==> src/common/pils_defs.vh <==
// Constants for the pipeline interlock and stall logic.
// Assumes decode supplies per-instruction hazard descriptors on the core clock.
// Operation
// - An instruction with an external data access is stretched by the programmed wait states.
// - An externally fetched instruction holds the pipeline for the configured fetch stall count.
// - A move reading an accumulator just written by arithmetic is delayed one cycle.
// - A move reading an accumulator just written by a move is delayed one cycle.
// - A status word read after arithmetic in either of two prior instructions waits two (move) or one (bit test).
// - An instruction naming a pointer register as source right after a conditional transfer waits one cycle.
// - Address use of a pointer whose set was written within three prior cycles is a hazard.
// - A write at distance zero inserts three idle cycles.
// - A write at distance one inserts two idle cycles.
// - A write at distance two inserts one idle cycle.
// - Distance is counted in clock cycles, not instructions.
// - Detection happens at decode and idles come before execution starts.
// - Inserted idle cycles count toward the distance seen by later instructions.
`ifndef PILS_DEFS_VH
`define PILS_DEFS_VH
`define PILS_NUM_SETS 8
`define PILS_SET_W 3
`define PILS_AGE_W 2
`define PILS_AGE_WINDOW 2'd3
`define PILS_CNT_W 5
`define PILS_ACC_STALL 5'h01
`define PILS_SR_MOVE_STALL 5'h02
`define PILS_SR_BIT_STALL 5'h01
`define PILS_TCC_STALL 5'h01
`define PILS_ADJ_IDLE 5'h03
`define PILS_ONE_GAP_IDLE 5'h02
`define PILS_TWO_GAP_IDLE 5'h01
`endif

==> src/core/pils_interlock.v <==
// Hazard detection and stall insertion between decode and execute.
// Assumes decode holds its descriptor steady while stall_o is high and
// presents dec_valid_i for exactly the cycle an instruction is decoded.
// Bus waits add on top of the longest hazard; hazard idles overlap.
// Ages run in clock cycles, so idles already paid shorten later ones.
`timescale 1ns/1ps
`default_nettype none
`include "pils_defs.vh"
module pils_interlock #(
  parameter NUM_SETS = `PILS_NUM_SETS,
  parameter CNT_W = `PILS_CNT_W
) (
  // Clock and reset
  input wire clk_i,
  input wire reset_i,
  // Decoded instruction descriptor
  input wire dec_valid_i,
  input wire dec_arith_i,
  input wire dec_arith_acc_b_i,
  input wire dec_move_src_acc_i,
  input wire dec_move_src_acc_b_i,
  input wire dec_move_dst_acc_i,
  input wire dec_move_dst_acc_b_i,
  input wire dec_sr_move_i,
  input wire dec_sr_bit_i,
  input wire dec_cond_xfer_i,
  input wire dec_ptr_src_i,
  input wire dec_agu_use_i,
  input wire [`PILS_SET_W-1:0] dec_agu_set_i,
  input wire dec_agu_wr_i,
  input wire [`PILS_SET_W-1:0] dec_agu_wr_set_i,
  input wire dec_ext_data_i,
  input wire dec_ext_fetch_i,
  // Bus timing configuration
  input wire [CNT_W-1:0] ext_wait_states_i,
  input wire [CNT_W-1:0] fetch_stall_states_i,
  // Pipeline control
  output wire stall_o,
  output wire exec_start_o,
  output reg [CNT_W-1:0] stall_cnt_o,
  output reg [1:0] agu_hazard_type_o
);
  localparam ST_IDLE = 1'b0;
  localparam ST_HOLD = 1'b1;
  // Hazard type codes reported to the pipeline
  localparam [1:0] HAZ_NONE = 2'd0;
  localparam [1:0] HAZ_ADJ = 2'd1;
  localparam [1:0] HAZ_ONE_GAP = 2'd2;
  localparam [1:0] HAZ_TWO_GAP = 2'd3;

  reg state_q;
  reg state_d;
  reg [CNT_W-1:0] cnt_q;
  reg [CNT_W-1:0] cnt_d;
  // Previous instruction history
  reg prev_arith_q;
  reg prev_arith_b_q;
  reg prev_mdst_q;
  reg prev_mdst_b_q;
  reg prev_tcc_q;
  reg prev2_arith_q;
  wire [NUM_SETS-1:0] wr_set;
  wire [NUM_SETS*`PILS_AGE_W-1:0] age;
  wire [`PILS_AGE_W-1:0] use_age;
  wire accept;
  wire agu_hit;
  wire need_idle;
  wire last_idle;
  reg [CNT_W-1:0] agu_idle;
  reg [CNT_W-1:0] dalu_idle;
  reg [CNT_W-1:0] total;
  reg [1:0] haz_d;
  // Individual data unit hazards
  wire arith_haz;
  wire xfer_haz;
  wire tcc_haz;
  wire sr_arith;
  wire sr_move_haz;
  wire sr_bit_haz;

  assign accept = dec_valid_i && (state_q == ST_IDLE);
  assign use_age = age[dec_agu_set_i*`PILS_AGE_W +: `PILS_AGE_W];
  // recent write to the used set
  assign agu_hit = dec_agu_use_i && (use_age != `PILS_AGE_WINDOW);

  // Write record is updated when the writing move is accepted
  genvar s;
  generate
    for (s = 0; s < NUM_SETS; s = s + 1) begin : g_wr
      localparam [`PILS_SET_W-1:0] SET_ID = s;
      assign wr_set[s] = accept && dec_agu_wr_i && (dec_agu_wr_set_i == SET_ID);
    end
  endgenerate

  pils_age_track #(
    .NUM_SETS(NUM_SETS)
  ) u_age (
    .clk_i(clk_i),
    .reset_i(reset_i),
    .wr_set_i(wr_set),
    .age_o(age)
  );

  always @* begin
    agu_idle = {CNT_W{1'b0}};
    haz_d = 2'd0;
    // checked as the user is decoded
    if (agu_hit) begin
      case (use_age)
        2'd0: begin
          agu_idle = `PILS_ADJ_IDLE;
          haz_d = HAZ_ADJ;
        end
        2'd1: begin
          agu_idle = `PILS_ONE_GAP_IDLE;
          haz_d = HAZ_ONE_GAP;
        end
        2'd2: begin
          agu_idle = `PILS_TWO_GAP_IDLE;
          haz_d = HAZ_TWO_GAP;
        end
        default: begin
          agu_idle = {CNT_W{1'b0}};
          haz_d = HAZ_NONE;
        end
      endcase
    end
  end

  assign arith_haz = dec_move_src_acc_i && prev_arith_q &&
                     (prev_arith_b_q == dec_move_src_acc_b_i);
  assign xfer_haz = dec_move_src_acc_i && prev_mdst_q &&
                    (prev_mdst_b_q == dec_move_src_acc_b_i);
  assign tcc_haz = dec_ptr_src_i && prev_tcc_q;
  assign sr_arith = prev_arith_q || prev2_arith_q;
  assign sr_move_haz = sr_arith && dec_sr_move_i;
  assign sr_bit_haz = sr_arith && dec_sr_bit_i;

  // Data unit hazards share idle cycles; the longest wins
  always @* begin
    dalu_idle = {CNT_W{1'b0}};
    if ((arith_haz || xfer_haz) && dalu_idle < `PILS_ACC_STALL) begin
      dalu_idle = `PILS_ACC_STALL;
    end
    if (tcc_haz && dalu_idle < `PILS_TCC_STALL) begin
      dalu_idle = `PILS_TCC_STALL;
    end
    if (sr_move_haz && dalu_idle < `PILS_SR_MOVE_STALL) begin
      dalu_idle = `PILS_SR_MOVE_STALL;
    end
    if (sr_bit_haz && dalu_idle < `PILS_SR_BIT_STALL) begin
      dalu_idle = `PILS_SR_BIT_STALL;
    end
  end

  // Address and data unit idles overlap, the longest wins; bus waits add on top
  always @* begin
    total = (agu_idle > dalu_idle) ? agu_idle : dalu_idle;
    if (dec_ext_fetch_i) begin
      total = total + fetch_stall_states_i;
    end
    if (dec_ext_data_i) begin
      total = total + ext_wait_states_i;
    end
  end

  // Hold lasts exactly the idle count loaded on accept
  always @* begin
    state_d = state_q;
    case (state_q)
      ST_IDLE: begin
        if (need_idle) begin
          state_d = ST_HOLD;
        end
      end
      ST_HOLD: begin
        if (last_idle) begin
          state_d = ST_IDLE;
        end
      end
      default: begin
        state_d = ST_IDLE;
      end
    endcase
  end

  // idles advance ages so later users see them
  always @* begin
    cnt_d = cnt_q;
    case (state_q)
      ST_IDLE: begin
        if (need_idle) begin
          cnt_d = total;
        end
      end
      ST_HOLD: begin
        cnt_d = cnt_q - {{(CNT_W-1){1'b0}}, 1'b1};
      end
      default: begin
        cnt_d = {CNT_W{1'b0}};
      end
    endcase
  end

  // Pipeline hold state
  always @(posedge clk_i) begin
    if (reset_i) begin
      state_q <= ST_IDLE;
    end else begin
      state_q <= state_d;
    end
  end

  // Remaining idle count
  always @(posedge clk_i) begin
    if (reset_i) begin
      cnt_q <= {CNT_W{1'b0}};
    end else begin
      cnt_q <= cnt_d;
    end
  end

  // Count shown from the same edge that loads the counter
  always @(posedge clk_i) begin
    if (reset_i) begin
      stall_cnt_o <= {CNT_W{1'b0}};
    end else begin
      stall_cnt_o <= cnt_d;
    end
  end

  // History moves only on accepted instructions
  always @(posedge clk_i) begin
    if (reset_i) begin
      prev_arith_q <= 1'b0;
    end else if (accept) begin
      prev_arith_q <= dec_arith_i;
    end
  end

  // Accumulator written by the last arithmetic
  always @(posedge clk_i) begin
    if (reset_i) begin
      prev_arith_b_q <= 1'b0;
    end else if (accept) begin
      prev_arith_b_q <= dec_arith_acc_b_i;
    end
  end

  // Last move wrote an accumulator
  always @(posedge clk_i) begin
    if (reset_i) begin
      prev_mdst_q <= 1'b0;
    end else if (accept) begin
      prev_mdst_q <= dec_move_dst_acc_i;
    end
  end

  // Accumulator written by the last move
  always @(posedge clk_i) begin
    if (reset_i) begin
      prev_mdst_b_q <= 1'b0;
    end else if (accept) begin
      prev_mdst_b_q <= dec_move_dst_acc_b_i;
    end
  end

  // Last instruction was a conditional transfer
  always @(posedge clk_i) begin
    if (reset_i) begin
      prev_tcc_q <= 1'b0;
    end else if (accept) begin
      prev_tcc_q <= dec_cond_xfer_i;
    end
  end

  // Arithmetic two instructions back
  always @(posedge clk_i) begin
    if (reset_i) begin
      prev2_arith_q <= 1'b0;
    end else if (accept) begin
      prev2_arith_q <= prev_arith_q;
    end
  end

  // Hazard type of the last accepted instruction
  always @(posedge clk_i) begin
    if (reset_i) begin
      agu_hazard_type_o <= HAZ_NONE;
    end else if (accept) begin
      agu_hazard_type_o <= haz_d;
    end
  end

  // idles are requested in the cycle the instruction is decoded
  assign need_idle = accept && (total != {CNT_W{1'b0}});
  assign last_idle = (state_q == ST_HOLD) && (cnt_q == {{(CNT_W-1){1'b0}}, 1'b1});
  // Low in the final idle so decode may offer the next instruction in the following cycle
  assign stall_o = need_idle || ((state_q == ST_HOLD) && !last_idle);
  assign exec_start_o = (accept && !need_idle) || last_idle;
endmodule
`default_nettype wire

==> src/core/pils_age_track.v <==
// Per-register-set write age record for address generation hazards.
// Assumes one write event per set per cycle at most; runs every cycle.
`timescale 1ns/1ps
`default_nettype none
`include "pils_defs.vh"
module pils_age_track #(
  parameter NUM_SETS = `PILS_NUM_SETS
) (
  // Clock and reset
  input wire clk_i,
  input wire reset_i,
  // Write events, one bit per set
  input wire [NUM_SETS-1:0] wr_set_i,
  // Age of each set, 3 means no recent write
  output wire [NUM_SETS*`PILS_AGE_W-1:0] age_o
);
  genvar g;
  generate
    for (g = 0; g < NUM_SETS; g = g + 1) begin : g_set
      reg [`PILS_AGE_W-1:0] age_q;
      // ages advance every clock, idle or not
      always @(posedge clk_i) begin
        if (reset_i) begin
          age_q <= `PILS_AGE_WINDOW;
        end else if (wr_set_i[g]) begin
          age_q <= {`PILS_AGE_W{1'b0}};
        end else if (age_q != `PILS_AGE_WINDOW) begin
          age_q <= age_q + 2'd1;
        end
      end
      assign age_o[g*`PILS_AGE_W +: `PILS_AGE_W] = age_q;
    end
  endgenerate
endmodule
`default_nettype wire

==> config.mk <==
export PLATFORM = sky130hd
export DESIGN_NAME = pils_interlock
export DESIGN_NICKNAME = d
export VERILOG_FILES = /design/src/core/pils_interlock.v /design/src/core/pils_age_track.v
export VERILOG_INCLUDE_DIRS = /design/src /design/src/common
export SDC_FILE = /design/constraint.sdc
export NUM_CORES = 1
export LEC_CHECK = 0
export ABC_AREA = 1
export BUFFER_PORTS_ARGS = -buffer_cell sky130_fd_sc_hd__buf_2
export CELL_PAD_IN_SITES_DETAIL_PLACEMENT = 1
export CELL_PAD_IN_SITES_GLOBAL_PLACEMENT = 1
export CORE_MARGIN = 5
export CORE_UTILIZATION = 39
export DETAILED_ROUTE_END_ITERATION = 10
export PLACE_DENSITY = 0.8
export SLEW_MARGIN = 20
export SYNTH_ARGS = -nofsm -noshare
export SYNTH_HDL_FRONTEND = slang
export SYNTH_SLANG_ARGS = --single-unit
==> constraint.sdc <==
create_clock -name clk_i -period 8.25 [get_ports clk_i]
set_input_delay 1.65 -clock clk_i [delete_from_list [all_inputs] [get_ports clk_i]]
set_output_delay 1.65 -clock clk_i [all_outputs]
set_load 0.05 [all_outputs]
==> metrics.cfg <==
[run_status]
status = finished clean

[power_and_ir_drop]
total_power_uw = 761.6
power_density_nw_per_um2 = 295.2
p_leak_nw = 1.353
ir_worst_vdd_uv = 145.6

[logic_synthesis]
synth-compound-area-share = 0.1001
synthTopCellsByArea = dfxtp_1, nand2_1, ha_1
synth_mux_area_frac = 0
yosysTopAreaCellShare = 0.2683
yosys.area_share.xor_xnor = 0.03913
yosysUniqueCellTypes = 36
ys.warnings.count = 0
synth_area_per_cell_um2 = 6.804
syn_inst = 329
yosysTopAreaCell = dfxtp_1
yosys.area_share.adder = 0.1409
synth_top_family_by_area = simple AND/OR/NAND/NOR gates
synth_simple_gate_area_frac = 0.3549
netlist_area_um2 = 2238
synth_nets = 386
ys_seq_area_frac = 0.2683
ys_ff_latch = 30

[critical_path]
critPathMaxStageDelay_ns = 0.41
crit_buf_inv = 6
path_max_fanout = 9
cpMostUsedCell = nand2_1
path_class = primary input to output pin
crit_start = dec_agu_set_i[0]
crit_slowest_cell = fa_1
reg2reg_from = u_age.g_set[6].age_q[1]
arrival_ns = 6.16
crit_family = simple AND/OR/NAND/NOR gates
cp-end-kind = output pin
cp.required_ns = 6.60
worstSetupStartpointType = primary input

[detailed_routing]
antenna_left = 0
via_per_inst = 4.937
drc = 0
num_vias = 2192
wirelength_mm = 5.873
drt_pass1_iterations = 4
drtIter0Drc = 58
wl_per_cell_um = 13.23

[floorplanning]
dieWidth_um = 85.76
placementRows = 27
initial_core_util = 0.4040
die_h_um = 85.76
io_pins = 42
design.core.area_um2 = 5540
die_area_um2 = 7355

[global_routing]
busiest_layer = met2
grt_pass1_wl_mm = 10.28
grt_start_max_net_pins = 27
antenna_found_initial = 0
grt_pass1_vias = 2340
grtUsageMet1 = 0.1991
grt_overflow_total = 0
grt_util_all_layers = 0.1708
grt_use_met2 = 0.3199
grt_use_met3 = 0.02978

[sta]
slew_viol_final = 0
hold_viol = 0
max_slew_margin = 0.4820
postLayoutSetupSlackWorst_ns = 0.4355
timing.fmax_ghz = 0.1280
min_period_over_period = 0.9472
finalSetupViolations = 0
fin_tns_setup_ns = 0
fin_skew_ns = 0.002505
fin_crit_ns = 7.814
tightest_slew_ns = 0.7762
hold_slack_ns = 0.4709
rsz0062_at_grt = no

[clock_network]
postCtsSetupRepairBufs = 0
numCtsBuffers = 5
cts_tree = yes
clk_path_buf_depth = 2
clockRootBuffer = clkbuf_8
cts_sinks = 30
htreeDepth = 2
path_clk_slew_ns = 0.06
insertion_delay_ns = 0.28

[cells_and_area]
final_cell_mix = nand2_1, buf_2, inv_1
insertedDiodeCount = 0
fin_cells = 444
drive_above_1_share = 0.1801
mostFrequentLayoutCell = nand2_1
fin_nets = 429
area_growth_pct = 15.26

[min_path]
hold_class = flop to flop
min_from = prev_arith_b_q

[placed_design]
portBuffers = 41
place_congestion = 0.7596
dp.cells = 437
dp_slack_ns = 0.4265
dp_hpwl_mm = 4.911

[job]
cap_violations = 0

[power by group]
part | leakage (nW) | internal (mW) | switching (mW) | total, mW
clock network | 0.0383 | 0.0579 | 0.0518 | 0.110
logic | 1.06 | 0.179 | 0.229 | 0.407
registers | 0.250 | 0.195 | 0.0492 | 0.245
[cell usage after synthesis (all sizes together)]
master / instances
a21o: 1
xor2: 2
clkbuf: 1
xnor2: 8
nand3: 42
and2: 1
o21ai: 21
a21boi: 1
fa: 2
a22oi: 1
nand2: 83
dfxtp: 30
nand3b: 10
o22ai: 3
inv: 45
nor3: 2
clkinv: 3
or2: 2
buf: 4
a21oi: 14
nand4: 2
nor2: 29
ha: 22
[per-layer routing]
layer | vias up | wire [um]
met5 | - | 0
met4 | 0 | 44
met3 | 4 | 157
met2 | 27 | 3013
met1 | 1012 | 2657
li1 | 1149 | -
[timing repair]
item                                    in CTS  in global routing
resized for setup                            0                  1
endpoints found under the setup margin       0                  1
hold buffers                                 0                  0
[state kept, by name (all words and copies together), names as in the netlist]
| signal | cells |
|---|---|
| prev_arith_b_q | 1 |
| stall_cnt_o | 5 |
| prev_tcc_q | 1 |
| u_age.g_set.age_q | 16 |
| prev_mdst_b_q | 1 |
| prev_mdst_q | 1 |
| prev2_arith_q | 1 |
| state_q | 1 |
| agu_hazard_type_o | 2 |
| prev_arith_q | 1 |
[area by class of cell]
class                           count  area (um^2)
Tap cell                           72        90.09
Clock buffer                        7        76.32
Timing Repair Buffer               41        207.7
Sequential cell                    30        600.6
Fill cell                         791         2960
Inverter                           48        183.9
Multi-Input combinational cell    246         1421
[worst paths after layout]
| check | slack [ns] | endpoint | cells after the start |
|---|---|---|---|
| hold reg to reg | 0.47 | prev_arith_b_q | 2 |
| hold / removal | 0.47 | prev_arith_b_q | 2 |
| setup reg to reg | 3.51 | stall_cnt_o[4] | 33 |
| setup / recovery | 0.44 | exec_start_o | 32 |
[through the flow]
| stage | util | area (um^2) |
|---|---|---|
| 6_report | 0.4657 | 2580 |
| 5_1_grt | 0.4657 | 2580 |
| 4_1_cts | 0.4652 | 2577 |
| 3_5_place_dp | 0.4514 | 2501 |
| 3_3_place_gp | 0.4514 | 2501 |
| 2_1_floorplan | - | 2238 |
[cell families (layout without fill, tap and decap cells)]
logic type | count (synthesis) | count (layout)
XOR/XNOR | 10 | 10
AND/OR/NAND/NOR | 171 | 171
adder cells (fa/ha/maj) | 24 | 24
AO/OA/AOI/OAI | 41 | 41
buffers and inverters | 53 | 96
flip-flops | 30 | 30
[worst min-delay path: cells and delay by family, from the launching register on]
kind | cells | cell delay, ns
compound gates | 1 | 0.05
buf+inv | 1 | 0.06
flops | 1 | 0.31
Power figures use the tool's default switching activity.
